$ cat config.mk
export PLATFORM = sky130hd
export DESIGN_NAME = tmb_timer
export DESIGN_NICKNAME = d
export VERILOG_FILES = /design/src/tmb_pkg.sv /design/src/tmb_prescaler.sv /design/src/tmb_xtal_ctrl.sv /design/src/tmb_timer.sv
export VERILOG_INCLUDE_DIRS = /design/src
export SDC_FILE = /design/constraint.sdc
export NUM_CORES = 1
export LEC_CHECK = 0
export BUFFER_PORTS_ARGS = -buffer_cell sky130_fd_sc_hd__buf_2
export CAP_MARGIN = 25
export CORE_MARGIN = 1
export CORE_UTILIZATION = 45
export CTS_CLUSTER_SIZE = 30
export DETAILED_ROUTE_END_ITERATION = 10
export SETUP_SLACK_MARGIN = 0.15
export SYNTH_ARGS = -nofsm -noshare
export SYNTH_HDL_FRONTEND = slang
export SYNTH_SLANG_ARGS = --single-unit
$ cat constraint.sdc
create_clock -name CLK_SYS_I -period 2.3 [get_ports CLK_SYS_I]
set_input_delay 0.115 -clock CLK_SYS_I [delete_from_list [all_inputs] [get_ports CLK_SYS_I]]
set_output_delay 0.115 -clock CLK_SYS_I [all_outputs]
set_load 0.05 [all_outputs]
$ cat src/tmb_defs.svh
// Constants of the buffered 16-bit timer: register indices, bit positions,
// reset values and divider counts.
// Assumes it is included by bare name; holds definitions only.
`ifndef TMB_DEFS_SVH
`define TMB_DEFS_SVH

`define TMB_ADDR_W      3
`define TMB_IDX_CNT_LO  3'h0
`define TMB_IDX_CNT_HI  3'h1
`define TMB_IDX_CTRL    3'h2
`define TMB_IDX_GATE    3'h3
`define TMB_IDX_STAT    3'h4

`define TMB_CTRL_ON     0
`define TMB_CTRL_WIDE   1
`define TMB_CTRL_SYNC   2
`define TMB_CTRL_OSC    3
`define TMB_CTRL_PS_LO  4
`define TMB_CTRL_PS_HI  5
`define TMB_CTRL_CS_LO  6
`define TMB_CTRL_CS_HI  7
`define TMB_CFG_DRIVE   4
`define TMB_STAT_OVF    0

`define TMB_CTRL_RST    8'h00
`define TMB_GATE_RST    8'h00
`define TMB_CNT_RST     16'h0000
`define TMB_CNT_MAX     16'hffff
`define TMB_SYS_DIV_END 2'h3

`endif

$ cat src/tmb_pkg.sv
// Types shared by the buffered timer modules.
// Assumes tmb_defs.svh is reachable by bare name.
`include "tmb_defs.svh"

package tmb_pkg;

    typedef logic [7:0]               tmb_byte_t;
    typedef logic [`TMB_ADDR_W-1:0]   tmb_addr_t;

    typedef enum logic [1:0] {
        CS_SYS_DIV4,
        CS_SYS,
        CS_XTAL,
        CS_XTAL_ALT
    } tmb_clk_src_t;

    typedef struct packed {
        logic [15:0] count;
        tmb_byte_t   hbuf;
        tmb_byte_t   ctrl;
        tmb_byte_t   gate;
        logic        ovf_flag;
        logic        ovf_pulse;
        tmb_byte_t   rdata;
        logic [1:0]  div;
    } tmb_top_state_t;

    typedef struct packed {
        logic [2:0] cnt;
    } tmb_ps_state_t;

    typedef struct packed {
        logic en;
        logic drive;
        logic in_prev;
        logic out;
        logic edge_det;
    } tmb_xtal_state_t;

endpackage : tmb_pkg

$ cat src/tmb_prescaler.sv
// Prescaler of the buffered timer: divides the source tick by 1, 2, 4 or 8.
// Assumes src_tick_i is a one-cycle enable in the system clock domain.
`timescale 1ns/1ps
`default_nettype none
`include "tmb_defs.svh"

module tmb_prescaler #(
    parameter int PS_W = 3
) (
    input  wire logic       clk_i,
    input  wire logic       srst_i,
    input  wire logic       src_tick_i,
    input  wire logic       clear_i,
    input  wire logic [1:0] ps_sel_i,
    output logic            tick_o
);
    import tmb_pkg::*;

    tmb_ps_state_t r_reg;
    tmb_ps_state_t r_next;
    logic [2:0]    mask;

    function automatic logic [2:0] ps_mask(input logic [1:0] sel);
        case (sel)
            2'h0:    ps_mask = 3'h0;
            2'h1:    ps_mask = 3'h1;
            2'h2:    ps_mask = 3'h3;
            default: ps_mask = 3'h7;
        endcase
    endfunction : ps_mask

    assign mask   = ps_mask(ps_sel_i);
    // A clear in the same cycle swallows the tick, so the ratio restarts
    assign tick_o = src_tick_i && ((r_reg.cnt & mask) == mask) && !clear_i;

    always_comb begin
        r_next = r_reg;
        if (srst_i || clear_i) begin
            r_next.cnt = 3'h0;
        end else if (src_tick_i) begin
            if ((r_reg.cnt & mask) == mask) begin
                r_next.cnt = 3'h0;
            end else begin
                r_next.cnt = r_reg.cnt + 3'h1;
            end
        end
    end

    always_ff @(posedge clk_i) begin
        r_reg <= r_next;
    end

    a_ps_clear_zero: assert property (@(posedge clk_i) disable iff (srst_i)
        clear_i |=> (r_reg.cnt == 3'h0) && !tick_o || src_tick_i)
        else $error("prescaler not cleared by a low byte write");

endmodule : tmb_prescaler
`default_nettype wire

$ cat src/tmb_xtal_ctrl.sv
// Low-power crystal oscillator control: enable, drive level, edge detect.
// Assumes the crystal pin input is synchronous to the system clock.
`timescale 1ns/1ps
`default_nettype none
`include "tmb_defs.svh"

module tmb_xtal_ctrl (
    input  wire logic clk_i,
    input  wire logic srst_i,
    input  wire logic osc_en_i,
    input  wire logic cfg_drive_i,
    input  wire logic xtal_in_i,
    output logic      osc_en_o,
    output logic      drive_high_o,
    output logic      xtal_out_o,
    output logic      edge_o
);
    import tmb_pkg::*;

    tmb_xtal_state_t r_reg;
    tmb_xtal_state_t r_next;

    always_comb begin
        r_next          = r_reg;
        r_next.en       = osc_en_i;
        r_next.in_prev  = xtal_in_i;
        // Amplifier output idles low while the oscillator is off
        r_next.out      = osc_en_i && !xtal_in_i;
        r_next.edge_det = r_reg.en && xtal_in_i && !r_reg.in_prev;
        if (srst_i) begin
            r_next       = '0;
            // Drive strength is a configuration strap caught while in reset
            r_next.drive = cfg_drive_i;
        end
    end

    always_ff @(posedge clk_i) begin
        r_reg <= r_next;
    end

    assign osc_en_o     = r_reg.en;
    assign drive_high_o = r_reg.drive;
    assign xtal_out_o   = r_reg.out;
    assign edge_o       = r_reg.edge_det;

    a_drive_caught: assert property (@(posedge clk_i)
        $fell(srst_i) |-> drive_high_o == $past(cfg_drive_i))
        else $error("drive level not taken from the configuration bit");

    a_drive_held: assert property (@(posedge clk_i)
        !srst_i && !$past(srst_i) |-> $stable(drive_high_o))
        else $error("drive level changed outside reset");

    a_edge_gated: assert property (@(posedge clk_i) disable iff (srst_i)
        !osc_en_o |-> !xtal_out_o ##1 !edge_o)
        else $error("crystal edge or output while oscillator is off");

endmodule : tmb_xtal_ctrl
`default_nettype wire

$ cat src/tmb_timer.sv
// Top of the 16-bit timer with buffered whole-word access and the
// low-power crystal oscillator control.
// Assumes a single-cycle strobe register port, read data one cycle later.
//
// Our own choices: the plain strobed port and the register offsets.
`timescale 1ns/1ps
`default_nettype none
`include "tmb_defs.svh"

// Functional notes
// Wide mode maps the count high byte address onto a buffer.
// Wide mode: reading count low byte copies live high byte into buffer.
// Wide mode: writing count low byte loads high byte from buffer.
// Wide mode offers no direct access to the live high byte.
// Count low byte writes clear the prescaler; buffer writes do not.
// Crystal oscillator runs only while its control enable bit is set.
// Enabled crystal oscillator keeps running in power-managed modes.
// Configuration bit four picks high drive (1) or ultra-low power (0).
// Software waits its own start-up delay; no ready indication exists.
// Counter counts prescaled ticks while on; rollover raises a flag.
module tmb_timer (
    input  wire logic               CLK_SYS_I,
    input  wire logic               SRST_I,
    input  wire tmb_pkg::tmb_addr_t ADDR_I,
    input  wire tmb_pkg::tmb_byte_t WDATA_I,
    input  wire logic               WR_I,
    input  wire logic               RD_I,
    output tmb_pkg::tmb_byte_t      RDATA_O,
    input  wire tmb_pkg::tmb_byte_t CFG_WORD_LOW_TWO_I,
    input  wire logic               PWR_MANAGED_I,
    input  wire logic               XTAL_IN_PIN_I,
    output logic                    XTAL_OUT_PIN_O,
    output logic                    XTAL_OSC_EN_O,
    output logic                    XTAL_DRIVE_HIGH_O,
    output logic                    OVF_PULSE_O,
    output logic                    OVF_FLAG_O
);
    import tmb_pkg::*;

    tmb_top_state_t r_reg;
    tmb_top_state_t r_next;

    tmb_clk_src_t clk_src;
    logic         wide;
    logic         osc_run;
    logic         sys_div4;
    logic         src_tick;
    logic         cnt_tick;
    logic         xtal_edge;
    logic         wr_lo;
    logic         wr_hi;
    logic         rd_lo;
    logic         rd_hi;

    function automatic tmb_byte_t rd_mux(input tmb_top_state_t s,
                                         input tmb_addr_t      a);
        case (a)
            `TMB_IDX_CNT_LO: rd_mux = s.count[7:0];
            // Wide mode hides the live high byte behind the buffer
            `TMB_IDX_CNT_HI: begin
                rd_mux = s.ctrl[`TMB_CTRL_WIDE] ? s.hbuf : s.count[15:8];
            end
            `TMB_IDX_CTRL:   rd_mux = s.ctrl;
            `TMB_IDX_GATE:   rd_mux = s.gate;
            `TMB_IDX_STAT:   rd_mux = {7'h00, s.ovf_flag};
            default:         rd_mux = 8'h00;
        endcase
    endfunction : rd_mux

    assign clk_src  = tmb_clk_src_t'(r_reg.ctrl[`TMB_CTRL_CS_HI:`TMB_CTRL_CS_LO]);
    assign wide     = r_reg.ctrl[`TMB_CTRL_WIDE];
    // Not gated by the power-managed input: the crystal stays alive
    assign osc_run  = r_reg.ctrl[`TMB_CTRL_OSC];
    assign sys_div4 = (r_reg.div == `TMB_SYS_DIV_END);
    assign wr_lo    = WR_I && (ADDR_I == `TMB_IDX_CNT_LO);
    assign wr_hi    = WR_I && (ADDR_I == `TMB_IDX_CNT_HI);
    assign rd_lo    = RD_I && (ADDR_I == `TMB_IDX_CNT_LO);
    assign rd_hi    = RD_I && (ADDR_I == `TMB_IDX_CNT_HI);

    // System-derived sources stop in power-managed modes; the crystal
    // source does not, so the counter keeps time while the core sleeps
    always_comb begin
        src_tick = 1'b0;
        if (r_reg.ctrl[`TMB_CTRL_ON]) begin
            case (clk_src)
                CS_SYS_DIV4: src_tick = sys_div4 && !PWR_MANAGED_I;
                CS_SYS:      src_tick = !PWR_MANAGED_I;
                CS_XTAL:     src_tick = xtal_edge;
                CS_XTAL_ALT: src_tick = xtal_edge;
                default:     src_tick = 1'b0;
            endcase
        end
    end

    tmb_prescaler #(
        .PS_W (3)
    ) u_prescaler (
        .clk_i      (CLK_SYS_I),
        .srst_i     (SRST_I),
        .src_tick_i (src_tick),
        .clear_i    (wr_lo),
        .ps_sel_i   (r_reg.ctrl[`TMB_CTRL_PS_HI:`TMB_CTRL_PS_LO]),
        .tick_o     (cnt_tick)
    );

    tmb_xtal_ctrl u_xtal (
        .clk_i        (CLK_SYS_I),
        .srst_i       (SRST_I),
        .osc_en_i     (osc_run),
        .cfg_drive_i  (CFG_WORD_LOW_TWO_I[`TMB_CFG_DRIVE]),
        .xtal_in_i    (XTAL_IN_PIN_I),
        .osc_en_o     (XTAL_OSC_EN_O),
        .drive_high_o (XTAL_DRIVE_HIGH_O),
        .xtal_out_o   (XTAL_OUT_PIN_O),
        .edge_o       (xtal_edge)
    );

    always_comb begin
        r_next           = r_reg;
        r_next.ovf_pulse = 1'b0;
        r_next.rdata     = 8'h00;
        r_next.div       = r_reg.div + 2'h1;

        // Clear first so a rollover in the same cycle still sets the flag
        if (WR_I && (ADDR_I == `TMB_IDX_STAT) && WDATA_I[`TMB_STAT_OVF]) begin
            r_next.ovf_flag = 1'b0;
        end

        if (cnt_tick) begin
            r_next.count = r_reg.count + 16'h0001;
            if (r_reg.count == `TMB_CNT_MAX) begin
                r_next.ovf_flag  = 1'b1;
                r_next.ovf_pulse = 1'b1;
            end
        end

        // Software writes to the count win over a tick in the same cycle
        if (wr_lo) begin
            r_next.count[7:0] = WDATA_I;
            if (wide) begin
                r_next.count[15:8] = r_reg.hbuf;
            end
        end
        if (wr_hi) begin
            if (wide) begin
                r_next.hbuf = WDATA_I;
            end else begin
                r_next.count[15:8] = WDATA_I;
            end
        end
        if (WR_I && (ADDR_I == `TMB_IDX_CTRL)) begin
            r_next.ctrl = WDATA_I;
        end
        // Gate bits are held for software only; gating is not modelled
        if (WR_I && (ADDR_I == `TMB_IDX_GATE)) begin
            r_next.gate = WDATA_I;
        end

        if (RD_I) begin
            r_next.rdata = rd_mux(r_reg, ADDR_I);
            if (rd_lo && wide) begin
                r_next.hbuf = r_reg.count[15:8];
            end
        end

        if (SRST_I) begin
            r_next       = '0;
            r_next.count = `TMB_CNT_RST;
            r_next.ctrl  = `TMB_CTRL_RST;
            r_next.gate  = `TMB_GATE_RST;
        end
    end

    always_ff @(posedge CLK_SYS_I) begin
        r_reg <= r_next;
    end

    assign RDATA_O     = r_reg.rdata;
    assign OVF_PULSE_O = r_reg.ovf_pulse;
    assign OVF_FLAG_O  = r_reg.ovf_flag;

    a_wide_hi_read: assert property (@(posedge CLK_SYS_I)
        disable iff (SRST_I)
        rd_hi && wide |=> RDATA_O == $past(r_reg.hbuf))
        else $error("wide high byte read did not return the buffer");

    a_lo_read_snap: assert property (@(posedge CLK_SYS_I)
        disable iff (SRST_I)
        rd_lo && wide
        |=> r_reg.hbuf == $past(r_reg.count[15:8])
            && RDATA_O == $past(r_reg.count[7:0]))
        else $error("low byte read did not snapshot the high byte");

    a_lo_write_load: assert property (@(posedge CLK_SYS_I)
        disable iff (SRST_I)
        wr_lo && wide |=> r_reg.count == {$past(r_reg.hbuf), $past(WDATA_I)})
        else $error("low byte write did not commit all sixteen bits");

    a_hi_write_isol: assert property (@(posedge CLK_SYS_I)
        disable iff (SRST_I)
        wr_hi && wide
        |=> r_reg.hbuf == $past(WDATA_I)
            && (r_reg.count == $past(r_reg.count)
                || r_reg.count == $past(r_reg.count) + 16'h0001))
        else $error("wide high byte write reached the live counter");

    a_hi_no_clear: assert property (@(posedge CLK_SYS_I)
        disable iff (SRST_I)
        wr_hi |-> !u_prescaler.clear_i)
        else $error("high byte write cleared the prescaler");

    a_osc_follows: assert property (@(posedge CLK_SYS_I)
        disable iff (SRST_I)
        WR_I && ADDR_I == `TMB_IDX_CTRL
        |=> ##1 XTAL_OSC_EN_O == $past(WDATA_I[`TMB_CTRL_OSC], 2))
        else $error("oscillator enable does not follow its control bit");

    a_osc_pm_run: assert property (@(posedge CLK_SYS_I)
        disable iff (SRST_I)
        osc_run && PWR_MANAGED_I |=> XTAL_OSC_EN_O)
        else $error("oscillator stopped in a power-managed mode");

    a_rollover: assert property (@(posedge CLK_SYS_I)
        disable iff (SRST_I)
        cnt_tick && r_reg.count == `TMB_CNT_MAX && !wr_lo && !wr_hi
        |=> OVF_PULSE_O && OVF_FLAG_O && r_reg.count == 16'h0000)
        else $error("rollover did not raise the flag");

    a_off_hold: assert property (@(posedge CLK_SYS_I)
        disable iff (SRST_I)
        !r_reg.ctrl[`TMB_CTRL_ON] && !WR_I |=> $stable(r_reg.count))
        else $error("counter moved while the timer is off");

    // Prescaler phase must always restart on a low byte write
    a_lo_wr_ps_zero: assert property (@(posedge CLK_SYS_I)
        disable iff (SRST_I)
        wr_lo |=> u_prescaler.r_reg.cnt == 3'h0)
        else $error("low byte write left the prescaler running");

    a_hi_wr_ps_keep: assert property (@(posedge CLK_SYS_I)
        disable iff (SRST_I)
        wr_hi && !src_tick |=> $stable(u_prescaler.r_reg.cnt))
        else $error("high byte write disturbed the prescaler");

    a_plain_hi_wr: assert property (@(posedge CLK_SYS_I)
        disable iff (SRST_I)
        wr_hi && !wide |=> r_reg.count[15:8] == $past(WDATA_I))
        else $error("plain high byte write missed the live counter");

    a_wide_lock: assert property (@(posedge CLK_SYS_I)
        disable iff (SRST_I)
        wide && !wr_lo && !cnt_tick |=> $stable(r_reg.count))
        else $error("live counter changed without tick or low write");

    a_hbuf_quiet: assert property (@(posedge CLK_SYS_I)
        disable iff (SRST_I)
        !wr_hi && !(rd_lo && wide) |=> $stable(r_reg.hbuf))
        else $error("buffer changed without a buffer access");

    a_plain_no_snap: assert property (@(posedge CLK_SYS_I)
        disable iff (SRST_I)
        rd_lo && !wide |=> $stable(r_reg.hbuf))
        else $error("plain low byte read touched the buffer");

    a_osc_off: assert property (@(posedge CLK_SYS_I)
        disable iff (SRST_I)
        !osc_run |=> !XTAL_OSC_EN_O)
        else $error("oscillator enabled with its control bit clear");

    // The crystal source must not see the power-managed input at all
    a_xtal_src_pm: assert property (@(posedge CLK_SYS_I)
        disable iff (SRST_I)
        r_reg.ctrl[`TMB_CTRL_ON] && r_reg.ctrl[`TMB_CTRL_CS_HI]
        |-> src_tick == xtal_edge)
        else $error("crystal source ticks depend on the power mode");

    a_pm_sys_stop: assert property (@(posedge CLK_SYS_I)
        disable iff (SRST_I)
        PWR_MANAGED_I && !r_reg.ctrl[`TMB_CTRL_CS_HI] |-> !src_tick)
        else $error("system source ticked in a power-managed mode");

    a_tick_needs_on: assert property (@(posedge CLK_SYS_I)
        disable iff (SRST_I)
        !r_reg.ctrl[`TMB_CTRL_ON] |-> !cnt_tick)
        else $error("counter ticked while the timer is off");

    a_pulse_single: assert property (@(posedge CLK_SYS_I)
        disable iff (SRST_I)
        OVF_PULSE_O |=> !OVF_PULSE_O)
        else $error("overflow pulse longer than one cycle");

    a_flag_sticky: assert property (@(posedge CLK_SYS_I)
        disable iff (SRST_I)
        OVF_FLAG_O && !(WR_I && ADDR_I == `TMB_IDX_STAT) |=> OVF_FLAG_O)
        else $error("overflow flag dropped without a clear");

endmodule : tmb_timer
`default_nettype wire

==> results of run 1 <==
## final cells by class
class | instances | area share, %
multi-input cells | 271 | 48.32
well taps | 77 | 2.760
repair buffers | 43 | 7.240
flip-flops and latches | 60 | 34.70
clock inverters | 6 | 2.509
clock buffers | 10 | 3.943
inverters | 5 | 0.5376
## layer usage
layer | wire [um] | GRT usage (%) | share of wire, %
met1 | 3999 | 34.19 | 47
met2 | 3905 | 39.25 | 46
met3 | 448 | 6.686 | 5.2
met4 | 191 | 10.94 | 2.2
met5 | 0 | 0 | 0
## worst max-delay path: stages, from the launching register on
cell and delay [ns]:
dfxtp_1 0.35, ha_1 0.15, nor2_1 0.04, o31ai_2 0.29
nand4_1 0.14, buf_4 0.23, or4_1 0.53, a31oi_1 0.16
## path summary, 6_finish.rpt
path	from	end	slack, ns	cells after the start
setup reg to reg	r_reg[0]$_SDFF_PP0_	r_reg[51]$_SDFF_PP0_	0.33	7
hold reg to reg	r_reg[0]$_SDFF_PP0_	r_reg[0]$_SDFF_PP0_	0.44	1
setup / recovery	r_reg[0]$_SDFF_PP0_	r_reg[51]$_SDFF_PP0_	0.33	7
hold / removal	SRST_I	r_reg[44]$_SDFF_PP0_	0.04	2
## cell usage in the layout (no fill, tap or decap), drive strengths merged, types with 8 or more instances in the layout
cell type / n
nand2: 54
or3: 11
a211oi: 11
dfxtp: 59
a21oi: 23
nand3: 13
mux2i: 16
o21ai: 24
clkbuf: 10
nor3: 8
buf: 41
a22oi: 8
nor2: 25
nor2b: 8
## kinds of logic after synthesis
family | count (synthesis)
AO/OA/AOI/OAI | 98
XOR/XNOR | 2
adder cells (fa/ha/maj) | 3
buffers and inverters | 36
flip-flops | 60
multiplexers | 22
AND/OR/NAND/NOR | 146
## per-stage QoR
stage | worst slack [ns] | instances | hold WS, ns | total power [W] | area, sq um
final | 0.3281 | 472 | 0.04185 | 0.002354 | 3491
after global routing | 0.1608 | 472 | 0.04296 | 0.002434 | 3491
after CTS | 0.3094 | 472 | 0.03446 | 0.002368 | 3491
after detailed placement | 0.3387 | 454 | 0.2985 | 0.001281 | 3246
after global placement | 0.3873 | 454 | 0.2930 | 0.001279 | 3246
after floorplan | 0.5320 | 367 | 0.1866 | 0.001211 | 3079
## power breakdown
part / switching [W] / leakage (nW) / internal [W]
clock: 0.000455 / 0.105 / 0.000637
combinational: 0.000115 / 0.694 / 0.0000625
sequential: 0.0000220 / 0.487 / 0.00106
total: 0.000592 / 1.29 / 0.00176
==> load_flow_metrics.sql, run 1 <==
INSERT INTO impl_metrics (metric_group, metric, value, unit) VALUES
('run_status', 'status', 'finished clean', ''),
('clock_network', 'cts_hold_buf', '2', ''),
('critical_path', 'critPathMaxFanout', '29', ''),
('synthesis', 'asr_flop_ratio_synth', '0', '%'),
('synthesis', 'synth_simple_gate_area_share', '24.58', '%'),
('clock_network', 'post_cts.resized_instances', '0', ''),
('worst_hold_path', 'worstHoldPathType', 'in -> reg', ''),
('synthesis', 'post_synth_instance_area', '0.003079', 'sq mm'),
('synthesis', 'syn-num-nets', '395', ''),
('global_route', 'wire_length_of_the_first_global_routing_pass', '13770', 'um'),
('synthesis', 'synth.largest_area_cell', 'dfxtp_1', ''),
('clock_network', 'cts.reportedPaths.clkPinSlew', '0.07', 'ns'),
('sta', 'maxSlewViolCount', '0', ''),
('sta', 'timing.slew.headroom', '62.83', '%'),
('layout', 'fraction_of_final_layout_cells_sized_beyond_drive_strength_1', '17.47', '%'),
('critical_path', 'worst_setup_path_start_kind', 'register', ''),
('synthesis', 'edff_count_synth', '1', ''),
('placed_design', 'port-buffer-count', '30', ''),
('sta', 'grt_setup_unrepaired', 'no', ''),
('die', 'floorplan.die.height', '84.72', 'um'),
('global_route', 'gr-total-overflow', '0', ''),
('synthesis', 'ys_top_cells_by_area', 'dfxtp_1 (38%), nand2_1 (6.6%), mux2i_1 (5.2%)', ''),
('synthesis', 'synth_compound_area_share', '20.64', '%'),
('die', 'initial_core_util', '47.41', '%'),
('die', 'io_pins', '38', ''),
('synthesis', 'top_cells_by_instance_count_after_synthesis', 'dfxtp_1 (59), nand2_1 (54), nor2_1 (25)', ''),
('synthesis', 'synthDominantCellAreaShare', '38.36', '%'),
('route', 'wl_per_cell', '18.10', 'um'),
('sta', 'fmax', '0.5071', 'GHz'),
('layout', 'multiInputGateArea', '0.001687', 'sq mm'),
('route', 'iteration_0_drc_markers', '246', ''),
('power_and_ir_drop', 'power.density_cell_area', '674.4', 'mW/mm^2'),
('layout', 'area_growth_syn_to_layout', '13.37', '%'),
('synthesis', 'synth.area.mux_share', '7.761', '%'),
('placed_design', 'final_weighted_congestion_in_routability_driven_placement', '0.8138', ''),
('synthesis', 'postSynthRegisterBits', '60', ''),
('die', 'core-area', '0.006495', 'sq mm'),
('layout', 'max_ffs_per_register', '39', ''),
('critical_path', 'arrival_time_worst_endpoint', '2.25', 'ns'),
('route', 'final_antenna_net_count', '0', ''),
('clock_network', 'cts-root-buf', 'clkbuf_8', ''),
('layout', 'antenna_cells_inserted', '0', ''),
('synthesis', 'postSynth.topFlopCell', 'dfxtp_1', ''),
('sta', 'timing.final.crit_share', '85.73', '%'),
('synthesis', 'synth.yosys.seq_area_share', '39.33', '%'),
('global_route', 'grt_max_degree', '43', ''),
('layout', 'fillers', '617', ''),
('route', 'post_drt_via_cell_ratio', '5.960', ''),
('clock_network', 'h_tree_level_count', '3', ''),
('flow_run', 'max-cap-violations', '0', ''),
('layout', 'final_core_util', '53.75', '%'),
('clock_network', 'tritoncts', 'done', ''),
('global_route', 'number_of_global_route_vias_before_repair', '2576', ''),
('sta', 'finalHoldViolCount', '0', ''),
('sta', 'setup-violations-final', '0', ''),
('clock_network', 'clk-insertion-delay-late', '0.35', 'ns'),
('die', 'horiz_die_dim', '84.72', 'um'),
('route', 'detail_route.first_pass.iterations', '7', ''),
('layout', 'regArea', '0.001211', 'sq mm'),
('clock_network', 'numCtsBuffers', '9', ''),
('critical_path', 'crit_type', 'reg -> reg', ''),
('sta', 'tns', '0', 'ns'),
('sta', 'worst_slew_pin_tran', '0.5534', 'ns'),
('sta', 'fin_crit', '1.972', 'ns'),
('global_route', 'track_usage', '25.63', '%'),
('route', 'finalWirelength', '8544', 'um'),
('synthesis', 'synth_top_family_by_area', 'simple AND/OR/NAND/NOR gates', ''),
('clock_network', 'sink_count_of_the_clock_tree', '60', ''),
('critical_path', 'worstSetupEndpointType', 'register', ''),
('die', 'floorplan.die_area', '0.007177', 'sq mm'),
('synthesis', 'yosysMostFrequentCell', 'dfxtp_1', '');
Power figures use the tool's default switching activity.
==> run 2: changes to the inputs <==
==> constraint.sdc (replaced) <==
create_clock -name CLK_SYS_I -period 1.9 [get_ports CLK_SYS_I]
set_input_delay 0.095 -clock CLK_SYS_I [delete_from_list [all_inputs] [get_ports CLK_SYS_I]]
set_output_delay 0.095 -clock CLK_SYS_I [all_outputs]
set_load 0.05 [all_outputs]
==> run 2 against run 1 <==
  * The run now ends with design-rule violations left
  * Worst hold slack better by 0.0076 ns
  * Cell area up 6.6%
  * Sequential power up 21%
  * Total power up 20%
  * Global-route usage up 0.31 points
  * Cell count up 4.4%
  * Critical path type unchanged
  * Largest cell class unchanged
  * Setup slack worse by 0.25 ns
  * Highest routed layer unchanged
==> load_flow_metrics.sql, run 2 (synthesized netlist as in run 1, its figures left out) <==
INSERT INTO impl_metrics (metric_group, metric, value, unit) VALUES
('run_status', 'status', 'complete, but fails checks', ''),
('run_status', 'violations', 'design-rule violations', ''),
('placed_design', 'post-place-cells', '468', ''),
('critical_path', 'critical_path_buf_inv_count', '2', ''),
('power_and_ir_drop', 'switching_power', '0.0006724', 'W'),
('sta', 'final.setup_skew', '0.006483', 'ns'),
('layout', 'regArea', '0.001216', 'sq mm'),
('power_and_ir_drop', 'leakage', '1.429', 'nW'),
('critical_path', 'reg2reg_slack', '0.07', 'ns'),
('clock_network', 'h_tree_level_count', '3', ''),
('clock_network', 'cts-root-buf', 'clkbuf_8', ''),
('sta', 'tns', '0', 'ns'),
('sta', 'worst_slew_pin_tran', '0.4093', 'ns'),
('critical_path', 'crit_type', 'reg -> reg', ''),
('placed_design', 'dpl.hpwl', '6079', 'um'),
('critical_path', 'critPathRequiredTime', '2.11', 'ns'),
('critical_path', 'timing.rr.end', 'r_reg[48]$_SDFF_PP0_', ''),
('placed_design', 'dpl-instance-area', '0.003351', 'sq mm'),
('sta', 'grt_setup_unrepaired', 'yes', ''),
('route', 'drt_drc_violations_left', '3', ''),
('layout', 'fraction_of_final_layout_cells_sized_beyond_drive_strength_1', '24.52', '%'),
('global_route', 'wire_length_of_the_first_global_routing_pass', '14010', 'um'),
('sta', 'finalHoldViolCount', '0', ''),
('layout', 'antenna_cells_inserted', '0', ''),
('sta', 'setup-violations-final', '0', ''),
('power_and_ir_drop', 'seq_power_share', '46.6', '%'),
('route', 'finalWirelength', '8749', 'um'),
('placed_design', 'port-buffer-count', '30', ''),
('layout', 'design_area', '0.003722', 'sq mm'),
('layout', 'mostFrequentLayoutCell', 'dfxtp_1', ''),
('layout', 'finish.net_count', '439', ''),
('layout', 'fillers', '596', ''),
('die', 'initial_core_util', '47.41', '%'),
('clock_network', 'numCtsBuffers', '9', ''),
('clock_network', 'tritoncts', 'done', ''),
('global_route', 'grt_antenna_before_repair', '0', ''),
('die', 'io_pins', '38', ''),
('die', 'floorplan.die_area', '0.007177', 'sq mm'),
('sta', 'timing.slew.headroom', '72.64', '%'),
('critical_path', 'ff2ff_path_depth', '8', ''),
('die', 'floorplan.die.height', '84.72', 'um'),
('layout', 'max_ffs_per_register', '39', ''),
('flow_run', 'max-cap-violations', '0', ''),
('power_and_ir_drop', 'p_sw_share', '23.85', '%'),
('sta', 'fin_crit', '1.825', 'ns'),
('die', 'core-area', '0.006495', 'sq mm'),
('sta', 'timing.final.crit_share', '96.06', '%'),
('route', 'routed-via-count', '2905', ''),
('critical_path', 'timing.critical_path.slowest_cell_delay', '0.35', 'ns'),
('critical_path', 'worstSetupEndpointType', 'register', ''),
('critical_path', 'crit_slowest_cell', 'dfxtp_2', ''),
('route', 'wl_per_cell', '17.75', 'um'),
('critical_path', 'timing.rr.start', 'r_reg[0]$_SDFF_PP0_', ''),
('critical_path', 'critical_path.cell_chain', 'ha_4, nor2_2, o31ai_2, nand4_1, buf_4, buf_6, o311ai_0, o221ai_1', ''),
('global_route', 'track_usage', '25.94', '%'),
('critical_path', 'crit_cells', '8', ''),
('global_route', 'grt_max_degree', '25', ''),
('critical_path', 'arrival_time_worst_endpoint', '2.03', 'ns'),
('sta', 'maxSlewViolCount', '0', ''),
('clock_network', 'ctsLongestPathBuffers', '2', ''),
('critical_path', 'worstSetupEndpoint', 'r_reg[48]$_SDFF_PP0_', ''),
('route', 'post_drt_via_cell_ratio', '5.892', ''),
('die', 'horiz_die_dim', '84.72', 'um'),
('layout', 'final_cell_count_no_fill', '493', ''),
('power_and_ir_drop', 'totalPowerFinal', '0.002820', 'W'),
('critical_path', 'critPathMaxFanout', '6', ''),
('sta', 'fmax', '0.5479', 'GHz'),
('die', 'rows', '29', ''),
('power_and_ir_drop', 'power.ir.vdd_worst', '0.4652', 'mV'),
('layout', 'final_core_util', '57.31', '%'),
('clock_network', 'cts.reportedPaths.clkPinSlew', '0.07', 'ns'),
('critical_path', 'critical_path.top_delay_family', 'compound AO/OA/AOI/OAI gates', ''),
('power_and_ir_drop', 'internal_power', '0.002147', 'W'),
('critical_path', 'worst_setup_path_start_kind', 'register', ''),
('placed_design', 'final_weighted_congestion_in_routability_driven_placement', '0.8921', ''),
('power_and_ir_drop', 'power_frac_clock', '45.0', '%'),
('layout', 'most-common-layout-cells', 'dfxtp_1 (55), nand2_1 (53), buf_2 (30)', ''),
('clock_network', 'sink_count_of_the_clock_tree', '60', ''),
('route', 'detail_route.first_pass.iterations', '8', ''),
('global_route', 'number_of_global_route_vias_before_repair', '2717', ''),
('power_and_ir_drop', 'share_comb_of_total_power', '8.5', '%'),
('worst_hold_path', 'worstHoldPathType', 'in -> reg', ''),
('power_and_ir_drop', 'power.density_cell_area', '757.5', 'mW/mm^2'),
('layout', 'multiInputGateArea', '0.001745', 'sq mm'),
('critical_path', 'crit_path_start', 'r_reg[0]$_SDFF_PP0_', ''),
('layout', 'area_growth_syn_to_layout', '20.89', '%'),
('route', 'iteration_0_drc_markers', '200', ''),
('global_route', 'gr-total-overflow', '0', ''),
('route', 'final_antenna_net_count', '0', ''),
('clock_network', 'clk-insertion-delay-late', '0.34', 'ns');
[run 2: changes by cell type in the layout (fill, tap and decap cells not counted), sizes merged]
cell / before / now
clkinvlp: 3 / 0
clkbuf: 10 / 11
buf: 41 / 62
clkinv: 1 / 3
[run 2: repair_timing]
action / in CTS / in global routing
endpoints found under the setup margin: 13 / 16
hold buffers: 2 / 0
setup buffers: 3 / 2
endpoints found under the hold margin: 2 / 0
pin swaps: 12 / 20
cloned: 2 / 0
resized for setup: 14 / 10
[run 2: power by group through the flow]
stage	Sequential, W	Clock [W]	Combinational, W
global route	0.00132	0.00135	0.000262
global placement	0.00134	0	0.000222
CTS	0.00131	0.00130	0.000233
floorplan	0.00134	0	0.000128
finish	0.00131	0.00127	0.000238
detailed placement	0.00134	0	0.000224
[run 2: area by class of cell]
class | instances | share of cell area, %
Multi-Input combinational cell | 271 | 46.89
Tap cell | 77 | 2.588
Sequential cell | 60 | 32.67
Clock buffer | 11 | 3.798
Timing Repair Buffer | 64 | 11.53
Inverter | 5 | 0.5042
Clock inverter | 5 | 2.017
[run 2: worst min-delay path by stage]
stage	from	end	slack (ns)	depth (start not counted)
6_report	SRST_I	r_reg[44]$_SDFF_PP0_	0.05	2
5_1_grt	WDATA_I[2]	r_reg[14]$_SDFFE_PP0P_	0.05	3
4_1_cts	SRST_I	r_reg[44]$_SDFF_PP0_	0.03	2
3_5_place_dp	XTAL_IN_PIN_I	u_xtal.xtal_out_o$_SDFF_PP0_	0.27	2
3_3_place_gp	XTAL_IN_PIN_I	u_xtal.xtal_out_o$_SDFF_PP0_	0.27	2
2_1_floorplan	XTAL_IN_PIN_I	u_xtal.xtal_out_o$_SDFF_PP0_	0.17	1
[run 2: worst reg2reg max path, delay by kind of cell, from the launching register on]
family | cells | cell delay [ns]
compound gates | 3 | 0.69
fa+ha+maj | 1 | 0.13
flops | 1 | 0.35
simple gates | 2 | 0.20
buf+inv | 2 | 0.33
[run 2: per-stage QoR]
step / hold WS, ns / setup slack, ns
finish: 0.04948 / 0.07477
global placement: 0.2684 / 0.05578
global route: 0.05044 / 0.02005
CTS: 0.03334 / 0.05428
detailed placement: 0.2702 / 0.02456
floorplan: 0.1666 / 0.1320
[run 2: metal layers]
metal	track usage [%]	share of wire, %
met1	35.98	47
met2	37.92	43
met3	6.686	7.0
met4	11.56	3.1
met5	0	0
==> run 3: changes to the inputs <==
--- a/config.mk
+++ b/config.mk
@@ -15,4 +15,5 @@
 export SETUP_SLACK_MARGIN = 0.15
 export SYNTH_ARGS = -nofsm -noshare
 export SYNTH_HDL_FRONTEND = slang
+export SYNTH_HIERARCHICAL = 1
 export SYNTH_SLANG_ARGS = --single-unit
==> run 3 against run 2 <==
  * The run ends with negative setup slack left
  * Register-to-register slack worse by 0.38 ns
  * Largest power group unchanged
  * Critical path depth up 4
  * Worst hold slack gained 0.013 ns
  * Die area down 4.8%
  * Cell area shrank 2.9%
  * Critical endpoint is now r_reg[51]$_SDFF_PP0_
  * Combinational power fell by 13%
  * Largest cell class unchanged
  * Routed wire length is 11% lower
  * Utilization fell by 0.057 points
  * Total power is 1.5% lower
  * Clock skew increased by 0.0053 ns
  * First-iteration DRC count decreased by 26%
  * Critical path type unchanged
  * Sequential power about the same
==> load_flow_metrics.sql, run 3 <==
INSERT INTO impl_metrics (metric_group, metric, value, unit) VALUES
('clock_network', 'tritoncts', 'done', ''),
('critical_path', 'worstSetupEndpointType', 'register', ''),
('sta', 'fin_crit', '2.200', 'ns'),
('route', 'final_antenna_net_count', '0', ''),
('synthesis', 'yosys_warnings', '6', ''),
('clock_network', 'sink_count_of_the_clock_tree', '60', ''),
('layout', 'final_core_util', '57.25', '%'),
('synthesis', 'post_synth_inst_count', '328', ''),
('global_route', 'wire_length_of_the_first_global_routing_pass', '12250', 'um'),
('critical_path', 'timing.rr.end', 'r_reg[51]$_SDFF_PP0_', ''),
('flow_run', 'max-cap-violations', '0', ''),
('layout', 'antenna_cells_inserted', '0', ''),
('sta', 'maxSlewViolCount', '0', ''),
('worst_hold_path', 'worstHoldPathType', 'in -> reg', ''),
('route', 'routed-via-count', '2555', ''),
('critical_path', 'crit_path_start', 'r_reg[0]$_SDFF_PP0_', ''),
('global_route', 'grt_max_degree', '26', ''),
('layout', 'finish.net_count', '410', ''),
('sta', 'final_critical_path_setup_slack', '-0.3004', 'ns'),
('sta', 'setup-violations-final', '18', ''),
('sta', 'fmax', '0.4545', 'GHz'),
('synthesis', 'syn-num-nets', '356', ''),
('route', 'wl_per_cell', '16.69', 'um'),
('die', 'core-area', '0.006314', 'sq mm'),
('die', 'floorplan.die_area', '0.006833', 'sq mm'),
('sta', 'worst_slew_pin_tran', '0.3603', 'ns'),
('synthesis', 'syn_area_per_cell', '8.926', 'sq um'),
('synthesis', 'synth.yosys.seq_area_share', '41.37', '%'),
('route', 'detail_route.first_pass.iterations', '4', ''),
('power_and_ir_drop', 'leakage', '1.353', 'nW'),
('synthesis', 'number_of_distinct_library_cell_variants_in_the_gate_level_netlist_after_synthesis', '46', ''),
('worst_hold_path', 'hold_start', 'WDATA_I[1]', ''),
('synthesis', 'postSynthRegisterBits', '60', ''),
('clock_network', 'clk-insertion-delay-late', '0.35', 'ns'),
('critical_path', 'crit_type', 'reg -> reg', ''),
('placed_design', 'dpl.hpwl', '5558', 'um'),
('critical_path', 'worst_setup_path_start_kind', 'register', ''),
('synthesis', 'postSynth.topFlopCell', 'dfxtp_1', ''),
('critical_path', 'reg2reg_slack', '-0.30', 'ns'),
('critical_path', 'critPathMaxFanout', '3', ''),
('sta', 'timing.slew.headroom', '75.89', '%'),
('layout', 'area_growth_syn_to_layout', '23.46', '%'),
('synthesis', 'edff_count_synth', '1', ''),
('synthesis', 'ys_top_cells_by_area', 'dfxtp_1 (40%), nand2_1 (6.3%), a22oi_1 (4.9%)', ''),
('clock_network', 'cts-root-buf', 'clkbuf_8', ''),
('sta', 'timing.final.crit_share', '115.8', '%'),
('layout', 'mostFrequentLayoutCell', 'dfxtp_1', ''),
('global_route', 'number_of_global_route_vias_before_repair', '2399', ''),
('clock_network', 'h_tree_level_count', '3', ''),
('route', 'drt_drc_violations_left', '0', ''),
('synthesis', 'post_synth_instance_area', '0.002928', 'sq mm'),
('clock_network', 'numCtsBuffers', '9', ''),
('critical_path', 'ff2ff_path_depth', '12', ''),
('run_status', 'status', 'complete, but fails checks', ''),
('die', 'floorplan.die.height', '82.66', 'um'),
('worst_hold_path', 'timing.hold.worst_path_depth', '3', ''),
('clock_network', 'ctsLongestPathBuffers', '2', ''),
('sta', 'finalHoldViolCount', '0', ''),
('power_and_ir_drop', 'power.density_cell_area', '768.3', 'mW/mm^2'),
('route', 'finalWirelength', '7744', 'um'),
('synthesis', 'synthDominantCellAreaShare', '40.34', '%'),
('global_route', 'track_usage', '25.48', '%'),
('placed_design', 'port-buffer-count', '30', ''),
('route', 'post_drt_via_cell_ratio', '5.506', ''),
('layout', 'max_ffs_per_register', '39', ''),
('clock_network', 'cts.reportedPaths.clkPinSlew', '0.07', 'ns'),
('synthesis', 'yosysMostFrequentCell', 'dfxtp_1', ''),
('power_and_ir_drop', 'totalPowerFinal', '0.002777', 'W'),
('synthesis', 'asr_flop_ratio_synth', '0', '%'),
('placed_design', 'final_weighted_congestion_in_routability_driven_placement', '0.8886', ''),
('synthesis', 'top_cells_by_instance_count_after_synthesis', 'dfxtp_1 (59), nand2_1 (49), nor2_1 (29)', ''),
('critical_path', 'critPathRequiredTime', '2.15', 'ns'),
('layout', 'fraction_of_final_layout_cells_sized_beyond_drive_strength_1', '30.23', '%'),
('synthesis', 'synth.largest_area_cell', 'dfxtp_1', ''),
('layout', 'most-common-layout-cells', 'dfxtp_1 (58), nand2_1 (47), buf_4 (33)', ''),
('critical_path', 'timing.rr.start', 'r_reg[0]$_SDFF_PP0_', ''),
('die', 'rows', '29', ''),
('power_and_ir_drop', 'power.ir.vdd_worst', '0.8854', 'mV'),
('die', 'initial_core_util', '46.37', '%'),
('global_route', 'grt_antenna_before_repair', '0', ''),
('global_route', 'gr-total-overflow', '0', ''),
('die', 'horiz_die_dim', '82.66', 'um'),
('critical_path', 'arrival_time_worst_endpoint', '2.45', 'ns'),
('route', 'iteration_0_drc_markers', '148', ''),
('worst_hold_path', 'worst_hold_path.endpoint', 'r_reg[13]$_SDFFE_PP0P_', ''),
('run_status', 'violations', 'negative setup slack', ''),
('die', 'io_pins', '38', ''),
('sta', 'final.setup_skew', '0.01178', 'ns'),
('sta', 'grt_setup_unrepaired', 'yes', '');
==> run 3: how the worst max path moves through the flow <==
stage                                      end  slack (ns)  cells past startpoint
after floorplan           r_reg[51]$_SDFF_PP0_       -0.52                     13
after global placement    r_reg[51]$_SDFF_PP0_       -0.36                     12
after detailed placement  r_reg[51]$_SDFF_PP0_       -0.40                     12
after CTS                 r_reg[51]$_SDFF_PP0_       -0.35                     12
after global routing      r_reg[51]$_SDFF_PP0_       -0.48                     12
final                     r_reg[51]$_SDFF_PP0_       -0.30                     12
==> run 3: cell families after synthesis <==
logic type / Yosys count / share of synthesized area [%]
fa+ha+maj: 3 / 1.282
simple gates: 125 / 22.39
mux: 18 / 6.453
xor+xnor: 17 / 5.086
buf+inv: 28 / 5.213
compound gates: 77 / 18.21
flops: 60 / 41.37
==> run 3: power by group <==
group / internal [W] / switching, W / leakage (nW) / total (W)
Sequential: 0.00129 / 0.0000212 / 0.488 / 0.00131
Combinational: 0.0000769 / 0.000130 / 0.763 / 0.000207
Clock: 0.000737 / 0.000525 / 0.102 / 0.00126
==> run 3: timing repair <==
item                       CTS  global route
pin swaps                    4             8
resized for setup            8             5
setup endpoints to repair   18            21
setup buffers                1             2
hold endpoints to repair     3             0
hold buffers                 2             0
==> run 3: worst max-delay path, stage by stage, from the launching register on <==
cell and delay, ns:
dfxtp_2 0.33, ha_1 0.13, nor2_1 0.05, nor3_2 0.09
a21oi_1 0.06, nor2b_2 0.13, a21boi_4 0.18, and3b_2 0.24
nand3_4 0.09, or2_4 0.27, nor4_4 0.15, xnor2_1 0.11
a2111oi_2 0.28
==> run 3: final cells by class <==
| class | instances | area [sq um] |
|---|---|---|
| clock buffers | 10 | 127.6 |
| clock inverters | 6 | 88.84 |
| repair buffers | 67 | 440.4 |
| flip-flops and latches | 60 | 1212 |
| multi-input cells | 240 | 1634 |
| well taps | 77 | 96.34 |
| fillers | 585 | 2699 |
| inverters | 4 | 15.01 |
==> run 3: metal layers <==
layer	track usage (%)	wire (um)
met5	0	0
met4	8.621	183
met3	8.571	417
met2	39.18	3538
met1	33.20	3604
==> run 3: stage by stage <==
step / worst slack [ns] / hold slack [ns] / std cells / cell area, sq um / TNS, ns
floorplan: -0.5185 / 0.1701 / 328 / 2963 / -4.216
global placement: -0.3556 / 0.2719 / 443 / 3308 / -3.576
detailed placement: -0.4000 / 0.2741 / 443 / 3308 / -3.971
CTS: -0.3472 / 0.04444 / 462 / 3578 / -2.920
global route: -0.4771 / 0.04811 / 464 / 3615 / -5.729
finish: -0.3004 / 0.06286 / 464 / 3615 / -3.026
